<file path="config.mk">
export PLATFORM = sky130hd
export DESIGN_NAME = afsp_framer
export DESIGN_NICKNAME = d
export VERILOG_FILES = /design/src/rtl/afsp_pkg.sv /design/src/rtl/afsp_stream_if.sv /design/src/rtl/afsp_buf2.sv /design/src/rtl/afsp_irq.sv /design/src/rtl/afsp_framer.sv
export SDC_FILE = /design/constraint.sdc
export NUM_CORES = 1
export LEC_CHECK = 0
export BUFFER_PORTS_ARGS = -buffer_cell sky130_fd_sc_hd__buf_2
export CORE_MARGIN = 1.5
export CORE_UTILIZATION = 50
export CTS_CLUSTER_DIAMETER = 30
export DETAILED_ROUTE_END_ITERATION = 6
export GPL_TIMING_DRIVEN = 0
export PLACE_DENSITY = 0.78
export SYNTH_ARGS = -nofsm -noshare
export SYNTH_HDL_FRONTEND = slang
export SYNTH_HIERARCHICAL = 1
export SYNTH_SLANG_ARGS = --single-unit
</file>
<file path="constraint.sdc">
create_clock -name CLOCK -period 12.8 [get_ports CLOCK]
set_clock_uncertainty 0.05 [all_clocks]
set_input_delay 1.28 -clock CLOCK [delete_from_list [all_inputs] [get_ports CLOCK]]
set_output_delay 1.28 -clock CLOCK [all_outputs]
set_load 0.02 [all_outputs]
</file>
<file path="src/rtl/afsp_pkg.sv">
// package: constants, types and helpers for the dsp serial port framing block
package afsp_pkg;

  // ==========================================================
  // word and field layout of one 64-bit sub-frame
  // ==========================================================
  localparam int AFSP_WORD_W = 64;                 // bits per sub-frame
  localparam int AFSP_ATT_W = 5;                   // attenuation width per channel
  localparam int AFSP_ATT_L_MSB = 13;              // sub-frame bit 51, msb first
  localparam int AFSP_ATT_R_MSB = 8;               // sub-frame bit 56
  localparam int AFSP_GPO_BIT = 2;                 // sub-frame bit 62, second digital out
  localparam logic [5:0] AFSP_SUB_LAST = 6'h3F;    // last bit of a sub-frame

  // ==========================================================
  // frame sizes, stored as last bit index
  // ==========================================================
  localparam logic [7:0] AFSP_LAST_64 = 8'h3F;     // 64-bit frame
  localparam logic [7:0] AFSP_LAST_128 = 8'h7F;    // 128-bit frame
  localparam logic [7:0] AFSP_LAST_256 = 8'hFF;    // 256-bit frame
  localparam logic [7:0] AFSP_LR_LAST = 8'h1F;     // last bit of left word, alt sync
  localparam logic [11:0] AFSP_MCLK_FS = 12'h100;  // master clock per sample, fixed mode

  // ==========================================================
  // sample-rate dividers, indexed by the three rate straps
  // ==========================================================
  localparam logic [11:0] AFSP_RATE_N [8] = '{12'h100, 12'h180, 12'h200, 12'h280,
                                              12'h300, 12'h400, 12'h500, 12'h600};

  // ==========================================================
  // status codes and reset values
  // ==========================================================
  localparam logic [3:0] AFSP_ERR_BCLK_RANGE = 4'h3; // bit clock out of range
  localparam logic [4:0] AFSP_ATT_RST = 5'h00;       // no attenuation after reset

  // link states, gray along reset -> hunt -> run -> off
  typedef enum logic [1:0] {
    AFSP_LS_RESET = 2'b00,
    AFSP_LS_HUNT = 2'b01,
    AFSP_LS_RUN = 2'b11,
    AFSP_LS_OFF = 2'b10
  } afsp_link_e;

  // divider N from the rate straps
  function automatic logic [11:0] afsp_rate_n(input logic [2:0] rate);
    return AFSP_RATE_N[rate];
  endfunction

  // master clocks per bit: N over bits per frame
  function automatic logic [7:0] afsp_bit_period(input logic [2:0] rate, input logic big);
    logic [11:0] n;
    n = afsp_rate_n(rate);
    return big ? n[11:4] >> 3 : n[11:4] >> 2;
  endfunction

endpackage

</file>
<file path="src/rtl/afsp_stream_if.sv">
// interface: valid/ready carrier for received sub-frame words
`timescale 1ns/10ps
interface afsp_stream_if;
  import afsp_pkg::*;
  logic valid;                         // word offered
  logic ready;                         // word taken
  logic [AFSP_WORD_W-1:0] data;        // sub-frame, first bit in msb
  modport src (output valid, output data, input ready);
  modport snk (input valid, input data, output ready);
endinterface

</file>
<file path="src/rtl/afsp_buf2.sv">
// module: two-entry word buffer between framer and receiver
`timescale 1ns/10ps
module afsp_buf2 import afsp_pkg::*; (
  // clock and control
  input wire logic clock,
  input wire logic rst_b,
  input wire logic ce,
  // streams
  afsp_stream_if.snk wr,
  afsp_stream_if.src rd
);
  // ==========================================================
  // storage and pointers
  // ==========================================================
  logic [AFSP_WORD_W-1:0] mem_q [2];   // two flop entries
  logic [AFSP_WORD_W-1:0] mem_d [2];
  logic wp_q, wp_d, rp_q, rp_d;        // write and read index
  logic [1:0] cnt_q, cnt_d;            // fill level
  logic push, pop;

  assign wr.ready = (cnt_q != 2'h2);   // honest full
  assign rd.valid = (cnt_q != 2'h0);   // honest empty
  assign rd.data = mem_q[rp_q];

  // next-state: push and pop may meet in one cycle
  always_comb begin
    push = wr.valid && wr.ready;
    pop = rd.valid && rd.ready;
    mem_d = mem_q;
    wp_d = wp_q ^ push;
    rp_d = rp_q ^ pop;
    cnt_d = cnt_q + {1'b0, push} - {1'b0, pop};
    if (push) begin
      mem_d[wp_q] = wr.data;
    end
  end

  // registers only; ce low freezes everything
  always_ff @(posedge clock) begin
    if (!rst_b) begin
      wp_q <= 1'b0;
      rp_q <= 1'b0;
      cnt_q <= 2'h0;
      mem_q[0] <= '0;
      mem_q[1] <= '0;
    end else if (ce) begin
      wp_q <= wp_d;
      rp_q <= rp_d;
      cnt_q <= cnt_d;
      mem_q <= mem_d;
    end
  end

  a_buf_no_overfill: assert property (@(posedge clock) disable iff (!rst_b)
    ce && cnt_q == 2'h2 && wr.valid && !rd.ready |=> cnt_q == 2'h2)
    else $error("buffer accepts a word while full");
  a_buf_level_track: assert property (@(posedge clock) disable iff (!rst_b)
    ce && wr.valid && wr.ready && !(rd.valid && rd.ready) |=> cnt_q == $past(cnt_q) + 2'h1)
    else $error("buffer level did not rise on push");
endmodule // afsp_buf2

</file>
<file path="src/rtl/afsp_irq.sv">
// module: status-change interrupt for the split-control mode
`timescale 1ns/10ps
module afsp_irq import afsp_pkg::*; (
  // clock and control
  input wire logic clock,
  input wire logic rst_b,
  input wire logic ce,
  input wire logic enable,
  // status sources
  input wire logic conv_valid,
  input wire logic first_di,
  input wire logic left_clip,
  input wire logic right_clip,
  input wire logic [3:0] err_code,
  // software side
  input wire logic mask_bit,
  input wire logic ctrl_read,
  // result
  output logic pending,
  output logic pin_low
);
  // ==========================================================
  // history and sticky pending
  // ==========================================================
  logic [4:0] hist_q, hist_d;          // valid, first input, clips, err==3
  logic primed_q, primed_d;            // history valid after first sample
  logic pend_q, pend_d;
  logic event_hit;
  logic bad_range;

  // next-state: an event in the release cycle wins
  always_comb begin
    bad_range = (err_code == AFSP_ERR_BCLK_RANGE);
    hist_d = {conv_valid, first_di, left_clip, right_clip, bad_range};
    primed_d = 1'b1;
    event_hit = primed_q && enable && (
      (conv_valid != hist_q[4]) || (first_di != hist_q[3]) ||
      (left_clip && !hist_q[2]) || (right_clip && !hist_q[1]) ||
      (!bad_range && hist_q[0]));
    pend_d = pend_q;
    if (ctrl_read) begin
      pend_d = 1'b0;
    end
    if (event_hit) begin
      pend_d = 1'b1;
    end
    if (!enable) begin
      pend_d = 1'b0;
    end
  end

  // registers only
  always_ff @(posedge clock) begin
    if (!rst_b) begin
      hist_q <= 5'h00;
      primed_q <= 1'b0;
      pend_q <= 1'b0;
    end else if (ce) begin
      hist_q <= hist_d;
      primed_q <= primed_d;
      pend_q <= pend_d;
    end
  end

  assign pending = pend_q;
  assign pin_low = pend_q && !mask_bit && enable;

  a_irq_mask_gate: assert property (@(posedge clock) disable iff (!rst_b)
    mask_bit |-> !pin_low)
    else $error("interrupt driven while masked");
  a_irq_read_clear: assert property (@(posedge clock) disable iff (!rst_b)
    ce && ctrl_read && !event_hit |=> !pending)
    else $error("interrupt not released by control read");
  a_irq_clip_rise: assert property (@(posedge clock) disable iff (!rst_b)
    ce && enable && primed_q && left_clip && !hist_q[2] |=> pending)
    else $error("clip rise did not raise interrupt");
endmodule // afsp_irq

</file>
<file path="src/rtl/afsp_framer.sv">
// module: dsp-mode serial port framing, master and slave, with split-mode interrupt
`timescale 1ns/10ps
module afsp_framer import afsp_pkg::*; (
  // clock, reset, enable
  input wire logic CLOCK,
  input wire logic RST_B,
  input wire logic CE,
  input wire logic POWER_DOWN,
  // mode and configuration straps
  input wire logic MODE_STRAP_ONE,
  input wire logic MODE_STRAP_TWO,
  input wire logic MODE_STRAP_THREE,
  input wire logic MASTER_SELECT_STRAP,
  input wire logic FRAME_SIZE_STRAP_HI,
  input wire logic SLOT_SELECT_STRAP_LO,
  input wire logic RATE_STRAP_A,
  input wire logic RATE_STRAP_B,
  input wire logic RATE_STRAP_C,
  // serial link pins
  input wire logic BIT_CLOCK_IN,
  output logic BIT_CLOCK_OUT,
  output logic BIT_CLOCK_OE,
  input wire logic FRAME_SYNC_IN,
  output logic FRAME_SYNC_OUT,
  output logic FRAME_SYNC_OE,
  input wire logic SERIAL_DATA_IN,
  // general purpose pins
  output logic GP_OUTPUT_PIN,
  input wire logic GP_INPUT_PIN,
  output logic [1:0] GP_INPUT_STATE,
  // received words
  output logic WORD_VALID,
  input wire logic WORD_READY,
  output logic [AFSP_WORD_W-1:0] WORD_DATA,
  output logic WORD_OVERRUN,
  // decoded controls and rate
  output logic [AFSP_ATT_W-1:0] ATTEN_LEFT,
  output logic [AFSP_ATT_W-1:0] ATTEN_RIGHT,
  output logic [11:0] SAMPLE_DIVIDER,
  output logic DSP_SERIAL_MODE,
  output logic SPLIT_CONTROL_MODE,
  // split-mode interrupt
  input wire logic CONVERTER_VALID_FLAG,
  input wire logic FIRST_DIGITAL_INPUT,
  input wire logic LEFT_CLIP_FLAG,
  input wire logic RIGHT_CLIP_FLAG,
  input wire logic [3:0] BIT_CLOCK_ERROR,
  input wire logic INTERRUPT_MASK_BIT,
  input wire logic CONTROL_PORT_READ,
  output logic INTERRUPT_OUT_PIN_OUT,
  output logic INTERRUPT_OUT_PIN_OE,
  output logic INTERRUPT_PENDING
);
  // ==========================================================
  // strap capture
  // ==========================================================
  // straps are caught while reset is held: a rate change needs a reset
  logic [8:0] strap_q, strap_d;        // mode3..1, master, size, slot, rate c..a
  logic mode_dsp, mode_split, is_master, size_hi, slot_lo;
  logic [2:0] rate;

  always_comb begin
    strap_d = {MODE_STRAP_THREE, MODE_STRAP_TWO, MODE_STRAP_ONE, MASTER_SELECT_STRAP,
               FRAME_SIZE_STRAP_HI, SLOT_SELECT_STRAP_LO, RATE_STRAP_C, RATE_STRAP_B,
               RATE_STRAP_A};
  end

  always_ff @(posedge CLOCK) begin
    if (!RST_B) begin
      strap_q <= strap_d;
    end
  end

  assign mode_split = strap_q[8];
  assign mode_dsp = !strap_q[8] && strap_q[7] && !strap_q[6];
  assign is_master = strap_q[5];
  assign size_hi = strap_q[4];
  assign slot_lo = strap_q[3];
  assign rate = {strap_q[0], strap_q[1], strap_q[2]}; // strap a is the msb of the code

  // ==========================================================
  // frame geometry
  // ==========================================================
  logic [7:0] frame_last;              // last bit index of a frame
  logic [1:0] my_slot;                 // our sub-frame within the frame
  logic alt_sync;                      // left/right sync shape
  logic bclk_is_mclk;                  // slave 11: bit clock is the master clock

  // geometry from straps
  always_comb begin
    frame_last = AFSP_LAST_64;
    my_slot = 2'h0;
    alt_sync = 1'b0;
    bclk_is_mclk = 1'b0;
    if (is_master) begin
      if (size_hi) begin
        frame_last = AFSP_LAST_128;
        my_slot = {1'b0, slot_lo};
      end else begin
        alt_sync = slot_lo;
      end
    end else begin
      case ({strap_q[0], strap_q[1]})
        2'b00: frame_last = AFSP_LAST_64;
        2'b01: begin
          frame_last = AFSP_LAST_128;
          my_slot = {1'b0, slot_lo};
        end
        2'b10: begin
          frame_last = AFSP_LAST_256;
          my_slot = {size_hi, slot_lo};
        end
        2'b11: begin
          frame_last = AFSP_LAST_256;
          my_slot = {size_hi, slot_lo};
          bclk_is_mclk = 1'b1;
        end
        default: frame_last = AFSP_LAST_64;
      endcase
    end
  end

  // ==========================================================
  // bit timing and framing state
  // ==========================================================
  afsp_link_e st_q, st_d;
  logic [7:0] div_q, div_d;            // master clocks into the current bit
  logic [7:0] bit_q, bit_d;            // bit index within frame
  logic bclk_q, bclk_d;                // driven bit clock
  logic fs_q, fs_d;                    // driven frame sync
  logic bin_q, sync_seen_q, sync_seen_d;
  logic armed_q, armed_d;              // a whole frame start has been seen
  logic [7:0] period, half;
  logic samp_tick, adv_tick;
  logic [7:0] bit_next;

  assign period = afsp_bit_period(rate, size_hi);
  assign half = period >> 1;

  // one process decides when bits are sampled and advanced in both roles
  always_comb begin
    if (is_master) begin
      // edges come from the same divider as the sample clock, never free-running
      samp_tick = (st_q == AFSP_LS_RUN) && (div_q == half);
      adv_tick = (st_q == AFSP_LS_RUN) && (div_q == period - 8'h01);
    end else begin
      samp_tick = (st_q != AFSP_LS_RESET) && bin_q && !BIT_CLOCK_IN;
      adv_tick = (st_q != AFSP_LS_RESET) && !bin_q && BIT_CLOCK_IN;
    end
    bit_next = (bit_q == frame_last) ? 8'h00 : bit_q + 8'h01;
  end

  // next-state of the framer
  always_comb begin
    st_d = st_q;
    div_d = div_q;
    bit_d = bit_q;
    bclk_d = bclk_q;
    fs_d = fs_q;
    sync_seen_d = sync_seen_q;
    case (st_q)
      AFSP_LS_RESET: begin
        if (mode_dsp) begin
          st_d = is_master ? AFSP_LS_RUN : AFSP_LS_HUNT;
          bit_d = is_master ? frame_last : 8'h00;
          fs_d = is_master && !alt_sync;
          bclk_d = is_master;
        end
      end
      AFSP_LS_HUNT, AFSP_LS_RUN: begin
        if (is_master) begin
          div_d = adv_tick ? 8'h00 : div_q + 8'h01;
          // fall one cycle early so that a two-cycle bit still has a low phase
          if (div_q == half - 8'h01) begin
            bclk_d = 1'b0;
          end
          if (adv_tick) begin
            bclk_d = 1'b1;
            bit_d = bit_next;
            fs_d = alt_sync ? (bit_next <= AFSP_LR_LAST) : (bit_next == frame_last);
          end
        end else begin
          if (samp_tick && FRAME_SYNC_IN) begin
            sync_seen_d = 1'b1;
          end
          if (adv_tick) begin
            sync_seen_d = 1'b0;
            if (sync_seen_q) begin
              bit_d = 8'h00;
              st_d = AFSP_LS_RUN;
            end else begin
              bit_d = bit_next;
            end
          end
        end
        if (POWER_DOWN) begin
          st_d = AFSP_LS_OFF;
        end
      end
      AFSP_LS_OFF: begin
        if (!POWER_DOWN) begin
          st_d = AFSP_LS_RESET;
          div_d = 8'h00;
        end
      end
      default: st_d = AFSP_LS_RESET;
    endcase
    // the bit caught at start-up is not a whole sub-frame: wait for bit 0
    armed_d = (st_d == AFSP_LS_RUN) && (armed_q || (adv_tick && bit_d == 8'h00));
  end

  // framer registers
  always_ff @(posedge CLOCK) begin
    if (!RST_B) begin
      st_q <= AFSP_LS_RESET;
      div_q <= 8'h00;
      bit_q <= 8'h00;
      bclk_q <= 1'b0;
      fs_q <= 1'b0;
      bin_q <= 1'b0;
      sync_seen_q <= 1'b0;
      armed_q <= 1'b0;
    end else if (CE) begin
      st_q <= st_d;
      div_q <= div_d;
      bit_q <= bit_d;
      bclk_q <= bclk_d;
      fs_q <= fs_d;
      bin_q <= BIT_CLOCK_IN;
      sync_seen_q <= sync_seen_d;
      armed_q <= armed_d;
    end
  end

  // master drives in reset (low), floats in power down
  assign BIT_CLOCK_OUT = bclk_q;
  assign FRAME_SYNC_OUT = fs_q;
  assign BIT_CLOCK_OE = mode_dsp && is_master && !POWER_DOWN;
  assign FRAME_SYNC_OE = mode_dsp && is_master && !POWER_DOWN;

  // ==========================================================
  // receive shift, controls and buffer
  // ==========================================================
  afsp_stream_if wr_if ();
  afsp_stream_if rd_if ();
  logic [AFSP_WORD_W-1:0] sh_q, sh_d;  // incoming sub-frame
  logic [AFSP_ATT_W-1:0] attl_q, attl_d, attr_q, attr_d;
  logic gpo_q, gpo_d, ovr_q, ovr_d, push_q, push_d;
  logic [AFSP_WORD_W-1:0] word_q, word_d;
  logic in_slot;

  // capture only our sub-frame; a word is offered for one cycle
  always_comb begin
    in_slot = (st_q == AFSP_LS_RUN) && armed_q && (bit_q[7:6] == my_slot);
    sh_d = sh_q;
    attl_d = attl_q;
    attr_d = attr_q;
    gpo_d = gpo_q;
    word_d = word_q;
    push_d = 1'b0;
    ovr_d = ovr_q || (push_q && !wr_if.ready); // buffer full and receiver stalled
    if (samp_tick && in_slot) begin
      sh_d = {sh_q[AFSP_WORD_W-2:0], SERIAL_DATA_IN};
      if (bit_q[5:0] == AFSP_SUB_LAST) begin
        push_d = 1'b1;
        word_d = sh_d;
        attl_d = sh_d[AFSP_ATT_L_MSB -: AFSP_ATT_W];
        attr_d = sh_d[AFSP_ATT_R_MSB -: AFSP_ATT_W];
        gpo_d = sh_d[AFSP_GPO_BIT];
      end
    end
  end

  // receive registers
  always_ff @(posedge CLOCK) begin
    if (!RST_B) begin
      sh_q <= '0;
      word_q <= '0;
      attl_q <= AFSP_ATT_RST;
      attr_q <= AFSP_ATT_RST;
      gpo_q <= 1'b0;
      ovr_q <= 1'b0;
      push_q <= 1'b0;
    end else if (CE) begin
      sh_q <= sh_d;
      word_q <= word_d;
      attl_q <= attl_d;
      attr_q <= attr_d;
      gpo_q <= gpo_d;
      ovr_q <= ovr_d;
      push_q <= push_d;
    end
  end

  assign wr_if.valid = push_q;
  assign wr_if.data = word_q;
  assign rd_if.ready = WORD_READY;
  assign WORD_VALID = rd_if.valid;
  assign WORD_DATA = rd_if.data;
  assign WORD_OVERRUN = ovr_q;
  assign ATTEN_LEFT = attl_q;
  assign ATTEN_RIGHT = attr_q;
  assign GP_OUTPUT_PIN = mode_dsp && gpo_q;

  afsp_buf2 u_buf (
    .clock(CLOCK),
    .rst_b(RST_B),
    .ce(CE),
    .wr(wr_if.snk),
    .rd(rd_if.src)
  );

  // ==========================================================
  // rate sensing and general purpose inputs
  // ==========================================================
  logic [7:0] ratio_cnt_q, ratio_cnt_d, ratio_q, ratio_d;
  logic [1:0] gpi_q, gpi_d;
  logic [11:0] div_sel;

  // master clocks between two rising bit clock edges give the ratio
  always_comb begin
    ratio_cnt_d = adv_tick ? 8'h01 : ratio_cnt_q + 8'h01;
    ratio_d = (!is_master && adv_tick) ? ratio_cnt_q : ratio_q;
    gpi_d = {GP_INPUT_PIN, !is_master && RATE_STRAP_C};
    if (is_master) begin
      div_sel = afsp_rate_n(rate);
    end else if (bclk_is_mclk) begin
      div_sel = AFSP_MCLK_FS;
    end else begin
      div_sel = 12'({4'h0, ratio_q} * ({4'h0, frame_last} + 12'h001));
    end
  end

  // sensing registers
  always_ff @(posedge CLOCK) begin
    if (!RST_B) begin
      ratio_cnt_q <= 8'h00;
      ratio_q <= 8'h00;
      gpi_q <= 2'h0;
    end else if (CE) begin
      ratio_cnt_q <= ratio_cnt_d;
      ratio_q <= ratio_d;
      gpi_q <= gpi_d;
    end
  end

  assign SAMPLE_DIVIDER = div_sel;
  assign GP_INPUT_STATE = gpi_q;
  assign DSP_SERIAL_MODE = mode_dsp;
  assign SPLIT_CONTROL_MODE = mode_split;

  // ==========================================================
  // split-mode interrupt
  // ==========================================================
  logic irq_low;

  afsp_irq u_irq (
    .clock(CLOCK),
    .rst_b(RST_B),
    .ce(CE),
    .enable(mode_split),
    .conv_valid(CONVERTER_VALID_FLAG),
    .first_di(FIRST_DIGITAL_INPUT),
    .left_clip(LEFT_CLIP_FLAG),
    .right_clip(RIGHT_CLIP_FLAG),
    .err_code(BIT_CLOCK_ERROR),
    .mask_bit(INTERRUPT_MASK_BIT),
    .ctrl_read(CONTROL_PORT_READ),
    .pending(INTERRUPT_PENDING),
    .pin_low(irq_low)
  );

  // open collector: only ever pulls low
  assign INTERRUPT_OUT_PIN_OUT = 1'b0;
  assign INTERRUPT_OUT_PIN_OE = irq_low;

  // ==========================================================
  // checks
  // ==========================================================
  a_pins_float_pd: assert property (@(posedge CLOCK) disable iff (!RST_B)
    POWER_DOWN |-> !BIT_CLOCK_OE && !FRAME_SYNC_OE)
    else $error("master pins driven in power down");
  a_pins_slave_in: assert property (@(posedge CLOCK) disable iff (!RST_B)
    !is_master |-> !BIT_CLOCK_OE && !FRAME_SYNC_OE)
    else $error("slave drives link pins");
  a_sync_pulse_pos: assert property (@(posedge CLOCK) disable iff (!RST_B)
    is_master && !alt_sync && st_q == AFSP_LS_RUN |-> fs_q == (bit_q == frame_last))
    else $error("sync pulse not in bit before data");
  a_sync_alt_word: assert property (@(posedge CLOCK) disable iff (!RST_B)
    is_master && alt_sync && st_q == AFSP_LS_RUN |-> fs_q == (bit_q <= AFSP_LR_LAST))
    else $error("alt sync not high for left word");
  a_frame_wrap: assert property (@(posedge CLOCK) disable iff (!RST_B)
    CE && adv_tick && is_master && bit_q == frame_last |=> bit_q == 8'h00)
    else $error("master frame length wrong");
  a_atten_field: assert property (@(posedge CLOCK) disable iff (!RST_B)
    CE && push_d |=> attl_q == $past(sh_d[13:9]) && attr_q == $past(sh_d[8:4]))
    else $error("attenuation bits misplaced");
  a_master_rate: assert property (@(posedge CLOCK) disable iff (!RST_B)
    is_master |-> SAMPLE_DIVIDER == afsp_rate_n(rate))
    else $error("master divider does not follow rate straps");
  c_master_word: cover property (@(posedge CLOCK) disable iff (!RST_B)
    is_master && push_q);
  c_slave_word: cover property (@(posedge CLOCK) disable iff (!RST_B)
    !is_master && push_q);
  c_buffer_full: cover property (@(posedge CLOCK) disable iff (!RST_B)
    !wr_if.ready);
endmodule // afsp_framer

</file>
# Yosys cells after proc, flatten, opt, wreduce, memory -nomap -nowiden
# Memories as Yosys holds them, arrays and structs flattened.
# Index checks and enable logic that the tools add are counted.
dict set report op_classes {
  add_sub_neg 8
  multipliers 1
  div 0
  order_cmp 5
  eq_ne 24
  shift 0
  mux 61
  n_bitwise 6
  reduce_logical 68
}
# cell n
set ops {}
lappend ops {{$mux 64} 4}
lappend ops {{$bwmux 128} 1}
lappend ops {{$mux 8} 12}
lappend ops {{$demux 64 s1} 1}
lappend ops {{$mux 12} 4}
lappend ops {{$eq 8x8->1} 4}
lappend ops {{$pmux 8 s2} 2}
lappend ops {{$logic_and 1x1->1} 31}
lappend ops {{$add 8x1->8 const B} 3}
lappend ops {{$pmux 8 s3} 1}
lappend ops {{$mux 1} 22}
lappend ops {{$mux 2} 8}
lappend ops {{$logic_not 1->1} 12}
lappend ops {{$mul 8x9->12} 1}
lappend ops {{$eq 2x2->1 const B} 5}
lappend ops {{$ne 2x2->1 const B} 5}
lappend ops {{$reduce_and 5->1} 2}
lappend ops {{$reduce_bool 2->1} 5}
lappend ops {{$add 8x1->9 const B} 1}
lappend ops {{$eq 8x5->1} 1}
lappend ops {{$le 8x5->1 const B} 1}
lappend ops {{$logic_not 8->1} 1}
lappend ops {{$reduce_and 2->1} 4}
lappend ops {{$reduce_and 4->1} 2}
lappend ops {{other kinds (27)} 40}
dict set report word_totals {
  ff_bits 329
  latchBits 0
  ramBits 0
  mem_bits_ro 96
  input_bits 28
  out_inout_bits 100
  elab_cells 201
  mem_count 1
}
# memory depth word_bits read_ports rd_ports_with_merged_regs wr line_no
set memory_table {}
lappend memory_table {{(no name shown)} 8 12 1 0 0 afsp_pkg.sv:45} ;# return AFSP_RATE_N[rate];

# Logic depth before layout (Yosys ltp)
# Gate-level depths: netlist of the first run.
dict set report logic_depth {
  depth_word 16
  depth_mapped 21
  depth_no_buf 19
}

# Modules after synthesis
# The synthesis of the first run kept the hierarchy.
# mod n_inst cells_per_inst area_per_inst_um2 seq_area_each_um2
set by_module_without_submodules {}
lappend by_module_without_submodules {afsp_framer 1 914 8359.3 3593.4}
lappend by_module_without_submodules {afsp_buf2 1 582 5828.1 2642.5}
lappend by_module_without_submodules {afsp_irq 1 35 322.8 140.1}

# Least setup slack after synthesis of the first run
# No wires, ideal clock.
dict set report synth_timing {
  path_type {reg2out}
  startpoint {register strap_q[0]}
  endpoint {output SAMPLE_DIVIDER[11]}
  arrival_ns 4.466
  t_required_ns 11.470
  setup_slack_ns 7.004
  path_stages_with_launch 20
  n_path_buf 2
  path_cell_list {edfxtp_1 buf_2 buf_2 nor3_1 nor2_1 ha_1 and2_1 ha_1 ha_1 inv_1 fa_1 inv_1 ha_1 inv_1 fa_1 xor2_1 xnor2_1 xnor2_1 o32a_1 nor2_1}
}
dict set report synth_via {
  elab_chain_len 8
  word_cells_on_any_way 17
  cone_classes {add/sub (1); mul (1); eq/ne (3); mux (8); bitwise (1); reduce/logical (2); memory (1)}
}
# item line_no
set synth_rtl {}
lappend synth_rtl {{from (decl)} afsp_framer.sv:58} ;# logic [8:0] strap_q, strap_d;
lappend synth_rtl {{from (signal assigned)} afsp_framer.sv:70} ;# strap_q <= strap_d;
lappend synth_rtl {{$eq 2x2->1} afsp_framer.sv:103} ;# case ({strap_q[0], strap_q[1]})
lappend synth_rtl {{$reduce_or 2->1 (no line)} --}
lappend synth_rtl {{$pmux 8 s3} afsp_framer.sv:103}
lappend synth_rtl {{$mux 8} afsp_framer.sv:95} ;# if (is_master) begin
lappend synth_rtl {{$add 8x1->9} afsp_framer.sv:330} ;# div_sel = 12'({4'h0, ratio_q} * ({4'h0, frame_last} + 12'h001));
lappend synth_rtl {{$mul 8x9->12} afsp_framer.sv:330}
lappend synth_rtl {{$mux 12} afsp_framer.sv:327} ;# end else if (bclk_is_mclk) begin
lappend synth_rtl {{$mux 12 *} afsp_framer.sv:325} ;# if (is_master) begin
lappend synth_rtl {{to (decl)} afsp_framer.sv:39} ;# output logic [11:0] SAMPLE_DIVIDER,
# Every way passes the cells marked *; elsewhere a longest branch is shown, timed or not. The select of a mux whose other input is x is not followed.

# Worst setup path after layout of the first run
# Same ends and word-level chain as after synthesis.

==> impl_metrics.env, run 1 <==
export IMPL_syn_area_sq_um=14500
export IMPL_synth_async_reset_ratio=0
export IMPL_rsz0062_at_grt="false"
export IMPL_seq_power_share=0.350
export IMPL_drc_errors=0
export IMPL_initial_core_util=0.507
export IMPL_yosysUniqueCellTypes=80
export IMPL_cts_resized=0
export IMPL_hpwl_um=25100
export IMPL_io_pin_count=128
export IMPL_viasPerCell=5.47
export IMPL_timing_final_ws_setup_ns=5.93
export IMPL_track_usage=0.248
export IMPL_pre_cts_slack_ns=6.55
export IMPL_grt_pass1_wl_um=60800
export IMPL_finalHoldViolCount=0
export IMPL_port_buffer_count=120
export IMPL_ys_seq_area_frac=0.439
export IMPL_syn_instance_count=1531
export IMPL_finalCritPeriodShare=0.537
export IMPL_cts_hold_buf=0
export IMPL_worstPathArrival_ns=5.54
export IMPL_ys_warnings_count=6
export IMPL_clock_sinks=314
export IMPL_ant_nets=0
export IMPL_htreeDepth=3
export IMPL_via_count=11814
export IMPL_seqCellArea_sq_um=6380
export IMPL_startpoint_type="flop"
export IMPL_mostFrequentLayoutCell="dfxtp_1"
export IMPL_fin_nets=1773
export IMPL_die_x_um=173
export IMPL_cts_tree="built"
export IMPL_core_area_sq_um=28600
export IMPL_avgSynthCellArea_sq_um=9.48
export IMPL_multi_input_area_sq_um=7340
export IMPL_cts_setup_buffers=0
export IMPL_tightest_slew_ns=1.25
export IMPL_r2r_worst_path_cells=13
export IMPL_die_area_sq_um=30100
export IMPL_final_max_slew_viol_count=0
export IMPL_drv_cap=0
export IMPL_clockRootBuffer="clkbuf_16"
export IMPL_grt_pass1_vias=11870
export IMPL_clock_latency_ns=0.56
export IMPL_final_cell_mix="dfxtp_1, mux2i_1, nand2_1, nor2_1, buf_2"
export IMPL_setup_viol=0
export IMPL_internal_power_w=0.00218
export IMPL_die_h_um=173
export IMPL_drt_total_wl_um=37800
export IMPL_fin_crit_ns=6.87
export IMPL_grt_overflow_total=0
export IMPL_antenna_found_initial=0
export IMPL_clockBufferDepth=3
export IMPL_path_clk_slew_ns=0.05
export IMPL_ir_worst_vdd_mv=0.114
export IMPL_synth_seq_cells=314
export IMPL_p_per_area_nw_per_um2=159
export IMPL_tns_ns=0
export IMPL_drive_gt1_frac=0.217
export IMPL_first_pass_iters=5
export IMPL_endpoint_kind="output port"
export IMPL_fillers=2273
export IMPL_critPathKind="flop to output port"
export IMPL_fmax_mhz=146
export IMPL_clkPwrFrac=0.606
export IMPL_yosys_most_used_dff="dfxtp_1"
export IMPL_synth_edf_count=9
export IMPL_gp_congestion=0.945
export IMPL_drtIter0Drc=774
export IMPL_diodes=0
export IMPL_worstPathMaxFanout=10
export IMPL_cp_required_ns=11.47
export IMPL_p_sw_frac=0.233
export IMPL_p_switching_w=0.000665
export IMPL_min_path_cells=2
export IMPL_min_delay_path_class="flop to flop"
export IMPL_rows=62
export IMPL_outcome="finished clean"
export IMPL_leakage_nw=8.45
export IMPL_relSlewSlack=0.167
export IMPL_grt_max_degree=19
export IMPL_wl_per_cell_um=17.5
export IMPL_syn_to_final_growth_pct=23.3
export IMPL_comb_power_share=0.043
export IMPL_numCtsBuffers=66
## critical path, stage by stage (launching register included)
cell      delay (ns)
edfxtp_1        0.49
buf_2           0.27
buf_2           0.25
nor3_1          0.11
nor2_1          0.43
ha_1            0.37
and2_1          0.18
ha_1            0.29
ha_1            0.27
inv_1           0.05
fa_1            0.48
inv_1           0.08
ha_1            0.14
inv_1           0.05
fa_1            0.38
xor2_1          0.16
xnor2_1         0.23
xnor2_1         0.15
o32a_1          0.34
nor2_1          0.10
buf_2           0.18
## final cells by class
type,instances,area share
plain buffers,126,0.0403
clock buffers,77,0.0998
clock inverters,42,0.0277
inverters,25,0.00524
multi-input cells,1072,0.410
flip-flops and latches,314,0.356
well taps,384,0.0268
repair buffers,120,0.0336
## per-layer routing
metal	global-route usage	vias up	wire (um)
li1	-	5631	-
met1	0.317	5711	16700
met2	0.402	386	17700
met3	0.0535	86	2200
met4	0.109	0	1230
met5	0	-	0
## power groups by stage
stage / Combinational [W] / Clock (W) / Sequential (W)
5_1_grt: 0.000135 / 0.00180 / 0.000997
3_5_place_dp: 0.000121 / 0 / 0.00102
2_1_floorplan: 0.0000840 / 0 / 0.00102
6_report: 0.000124 / 0.00173 / 0.000997
3_3_place_gp: 0.000119 / 0 / 0.00102
4_1_cts: 0.000121 / 0.00175 / 0.000997
## synthesized netlist by cell type, types with 5 or more instances
master,number,area (sq um)
a31oi_1,6,37.5
mux2i_1,273,2730
buf_8,6,90.1
or3_1,8,50.1
nor2_1,175,657
buf_6,9,101
o21ai_0,15,75.1
mux2_2,65,732
buf_2,30,150
edfxtp_1,9,270
buf_4,20,150
dfxtp_1,305,6110
nand2b_1,7,43.8
a21oi_1,37,185
nand4_1,8,50.1
o21a_1,7,52.6
nor3_1,16,80.1
clkbuf_1,57,214
a211oi_1,5,37.5
xnor2_1,19,166
nand3_1,27,135
inv_1,21,78.8
nor2b_1,11,68.8
o21ai_1,5,25.0
nand2_1,239,897
ha_1,17,213
and2_1,18,113
xor2_1,13,114
## worst paths after layout
check	from	to	slack [ns]
max	strap_q[0]	SAMPLE_DIVIDER[11]	5.93
min	u_buf/mem_q[123]	u_buf/mem_q[123]	0.41
max reg2reg	strap_q[1]	ATTEN_RIGHT[1]	8.46
min reg2reg	u_buf/mem_q[123]	u_buf/mem_q[123]	0.41
## logic make-up after synthesis
| logic type | after synthesis | synth area share |
|---|---|---|
| AO/OA/AOI/OAI | 134 | 0.0652 |
| XOR/XNOR | 32 | 0.0193 |
| adder cells (fa/ha/maj) | 20 | 0.0188 |
| buffers and inverters | 151 | 0.0561 |
| flip-flops | 314 | 0.439 |
| multiplexers | 338 | 0.239 |
| other | 1 | 0.000258 |
| AND/OR/NAND/NOR | 541 | 0.162 |
## state kept, by name, indices dropped and copies added, names as in the netlist, 4 cells and up
name and count:
ATTEN_LEFT 4, ATTEN_RIGHT 4, bit_q 8, div_q 8, ratio_cnt_q 6, ratio_q 6
sh_q 63, strap_q 9, u_buf/mem_q 128, u_irq/hist_q 5, word_q 56
## metrics by stage
step                std cells  total power (W)  utilization  hold WS, ns  cell area, sq um
finish                   2160          0.00285        0.625        0.406             17900
global route             2160          0.00294        0.625        0.427             17900
CTS                      2160          0.00286        0.625        0.408             17900
detailed placement       2041          0.00114        0.545        0.398             15600
global placement         2041          0.00114        0.545        0.389             15600
floorplan                1537          0.00110            -        0.377             14500
No activity file was read; power rests on OpenSTA's default activity.
==> run 2, diff against run 1 <==
--- a/config.mk
+++ b/config.mk
@@ -5,6 +5,7 @@
 export SDC_FILE = /design/constraint.sdc
 export NUM_CORES = 1
 export LEC_CHECK = 0
+export ABC_AREA = 1
 export BUFFER_PORTS_ARGS = -buffer_cell sky130_fd_sc_hd__buf_2
 export CORE_MARGIN = 1.5
 export CORE_UTILIZATION = 50
==> constraint.sdc (replaced) <==
create_clock -name CLOCK -period 6.5 [get_ports CLOCK]
set_clock_uncertainty 0.05 [all_clocks]
set_input_delay 0.65 -clock CLOCK [delete_from_list [all_inputs] [get_ports CLOCK]]
set_output_delay 0.65 -clock CLOCK [all_outputs]
set_load 0.02 [all_outputs]
==> run 2 against run 1 <==
Compared with the run above:
- sequential power rose by 98%
- setup slack got worse by 4.9 ns
- global-route usage grew 0.63 points
- via count rose by 17%
- combinational power grew 140%
- cell count increased by 25%
- register-to-register slack worse by 5.1 ns
- hold slack lost 0.19 ns
- area after synthesis hardly changed
- critical path type unchanged
- largest power group unchanged
==> impl_metrics.env, run 2 <==
export IMPL_outcome="finished clean"
export IMPL_fin_crit_ns=5.46
export IMPL_slowest_stage="fa_1"
export IMPL_startpoint_type="flop"
export IMPL_critPathLaunch="strap_q[4]"
export IMPL_grt_pass1_vias=13287
export IMPL_ff2ff_setup_slack_ns=3.41
export IMPL_crit_chain="buf_2, nand2_1, inv_1, a21oi_2, inv_1, ha_1, nand2_1, inv_1, ha_1, ha_1, inv_1, fa_1, inv_1, ha_1, inv_1, fa_1, xnor2_1, xor2_1, xor2_1, nor2_1, buf_2"
export IMPL_synth_area_top_cells="dfxtp_1, nand2_1, nor2_1"
export IMPL_use_met2=0.438
export IMPL_worstReg2RegEnd="armed_q"
export IMPL_wl_per_cell_um=14.3
export IMPL_cp_num_buf_inv=8
export IMPL_min_delay_path_class="input port to flop"
export IMPL_syn_to_final_growth_pct=21.9
export IMPL_numCtsBuffers=59
export IMPL_yosysMostFrequentCell="nand2_1"
export IMPL_ys_seq_area_frac=0.439
export IMPL_relSlewSlack=0.182
export IMPL_cts_tree="built"
export IMPL_drc_errors=0
export IMPL_clock_sinks=314
export IMPL_clockRootBuffer="clkbuf_16"
export IMPL_fmax_mhz=183
export IMPL_critPathKind="flop to output port"
export IMPL_mostFrequentLayoutCell="nand2_1"
export IMPL_gp_congestion=0.901
export IMPL_cts_resized=0
export IMPL_drv_cap=0
export IMPL_ys_warnings_count=6
export IMPL_comb_power_share=0.055
export IMPL_synth_async_reset_ratio=0
export IMPL_synth_top_area_share=0.421
export IMPL_die_x_um=173
export IMPL_clockBufferDepth=3
export IMPL_placed_cell_area_sq_um=15600
export IMPL_die_area_sq_um=30100
export IMPL_r2r_start="strap_q[0]"
export IMPL_cts_hold_buf=0
export IMPL_diodes=0
export IMPL_ir_worst_vdd_mv=0.230
export IMPL_die_h_um=173
export IMPL_p_per_area_nw_per_um2=304
export IMPL_grt_max_degree=19
export IMPL_worstPathArrival_ns=4.76
export IMPL_yosysUniqueCellTypes=54
export IMPL_viasPerCell=5.09
export IMPL_leakage_nw=8.71
export IMPL_hpwl_um=26900
export IMPL_worstPathMaxFanout=10
export IMPL_ys_top_cells_by_count="nand2_1, nor2_1, dfxtp_1"
export IMPL_finalCritPeriodShare=0.840
export IMPL_internal_power_w=0.00410
export IMPL_io_pin_count=128
export IMPL_yosys_most_used_dff="dfxtp_1"
export IMPL_worstSetupEndpoint="SAMPLE_DIVIDER[11]"
export IMPL_largest_register_ffs=128
export IMPL_cpPeakStageDelay_ns=0.48
export IMPL_path_depth=21
export IMPL_drt_total_wl_um=38800
export IMPL_first_pass_iters=6
export IMPL_initial_core_util=0.507
export IMPL_cts_setup_buffers=0
export IMPL_synth_seq_cells=314
export IMPL_htreeDepth=2
export IMPL_top_usage_layer="met2"
export IMPL_avgSynthCellArea_sq_um=6.95
export IMPL_met3_usage=0.0456
export IMPL_grt_util_met1=0.310
export IMPL_grt_overflow_total=0
export IMPL_yosysTopAreaCell="dfxtp_1"
export IMPL_rsz0062_at_grt="false"
export IMPL_postLayoutCellArea_sq_um=17700
export IMPL_cp_required_ns=5.80
export IMPL_crit_top_cell="inv_1"
export IMPL_r2r_worst_path_cells=20
export IMPL_grt_pass1_wl_um=63400
export IMPL_via_count=13787
export IMPL_seq_power_share=0.367
export IMPL_path_clk_slew_ns=0.05
export IMPL_rows=62
export IMPL_fin_nets=2324
export IMPL_synth_edf_count=9
export IMPL_final_max_slew_viol_count=0
export IMPL_ant_nets=0
export IMPL_clkPwrFrac=0.578
export IMPL_setup_viol=0
export IMPL_clock_latency_ns=0.57
export IMPL_core_area_sq_um=28600
export IMPL_drtIter0Drc=915
export IMPL_tns_ns=0
export IMPL_tightest_slew_ns=1.23
export IMPL_p_sw_frac=0.237
export IMPL_final_cell_mix="nand2_1, nor2_1, dfxtp_1, inv_1, buf_2"
export IMPL_antenna_found_initial=0
export IMPL_crit_family="adder cells"
export IMPL_p_switching_w=0.00127
export IMPL_syn_area_sq_um=14500
export IMPL_finalHoldViolCount=0
export IMPL_endpoint_kind="output port"
export IMPL_largestRegisters="u_buf/mem_q: 128 flops, sh_q: 63 flops, word_q: 56 flops"
export IMPL_drive_gt1_frac=0.149
export IMPL_syn_instance_count=2089
export IMPL_port_buffer_count=120
export IMPL_top_register="u_buf/mem_q"
export IMPL_track_usage=0.254
run 2: cell types whose count changed in the layout (fill, tap and decap cells not counted), moves of 132 or more:
cell and change:
nand2_1 +284, o21ai_0 +132, nor2_1 +210, inv_1 +222
mux2i_1 -273
run 2: kinds of logic (layout without fill, tap and decap cells):
kind of cell / after synthesis / after routing / share of synthesized area
AOI/OAI and AO/OA: 335 / 335 / 0.131
and+or+nand+nor: 1009 / 1009 / 0.278
adders and majority gates: 20 / 20 / 0.0188
DFF: 314 / 314 / 0.439
buffers and inverters: 384 / 615 / 0.117
other: 1 / 7 / 0.000258
xor gates and xnor gates: 26 / 26 / 0.0157
run 2: worst min-delay path by stage:
stage / from / depth (start not counted) / end
2_1_floorplan: ratio_q[5] / 2 / ratio_q[5]
3_3_place_gp: u_irq/hist_q[1] / 2 / u_irq/hist_q[1]
6_report: MASTER_SELECT_STRAP / 1 / strap_q[5]
4_1_cts: MASTER_SELECT_STRAP / 1 / strap_q[5]
5_1_grt: MASTER_SELECT_STRAP / 1 / strap_q[5]
3_5_place_dp: u_irq/hist_q[1] / 2 / u_irq/hist_q[1]
run 2: metal layers:
metal,vias up,part of all wire
li1,6882,-
met1,6384,0.42
met2,424,0.48
met3,97,0.063
met4,0,0.033
met5,-,0
run 2: cell type report:
| type | instances | area, sq um |
|---|---|---|
| Multi-Input combinational cell | 1397 | 6460 |
| Timing Repair Buffer | 120 | 601 |
| Clock inverter | 40 | 498 |
| Buffer | 132 | 753 |
| Clock buffer | 71 | 1570 |
| Sequential cell | 314 | 6380 |
| Tap cell | 384 | 480 |
| Fill cell | 2501 | 10900 |
| Inverter | 252 | 952 |
run 2: worst register-to-register path: stages (launching register included):
cell	delay, ns
edfxtp_1	0.38
buf_6	0.16
nand2_1	0.15
nand2_4	0.08
o21ai_4	0.24
ha_1	0.29
xnor2_1	0.13
nor3_1	0.13
nand3_1	0.10
nor2_1	0.10
nand2_1	0.06
nor2_1	0.16
nand2_4	0.13
nand2_4	0.13
buf_6	0.18
nand2_2	0.09
nor2_1	0.15
nand2_1	0.07
nor2_1	0.08
nand2_1	0.08
a21oi_2	0.11
run 2: metrics by stage:
step,setup WS [ns],utilization,cells,power [W],hold WS (ns)
finish,1.04,0.618,2710,0.00537,0.214
global route,0.720,0.618,2710,0.00554,0.196
CTS,1.01,0.618,2710,0.00540,0.196
detailed placement,1.61,0.546,2599,0.00230,0.401
global placement,1.68,0.546,2599,0.00229,0.394
floorplan,1.91,-,2095,0.00221,0.374
run 2: power by group through the flow:
stage	sequential, W	combinational [W]	clock [W]
global placement	0.00201	0.000285	0
detailed placement	0.00201	0.000290	0
floorplan	0.00201	0.000205	0
finish	0.00197	0.000295	0.00311
CTS	0.00197	0.000292	0.00314
global route	0.00197	0.000327	0.00324
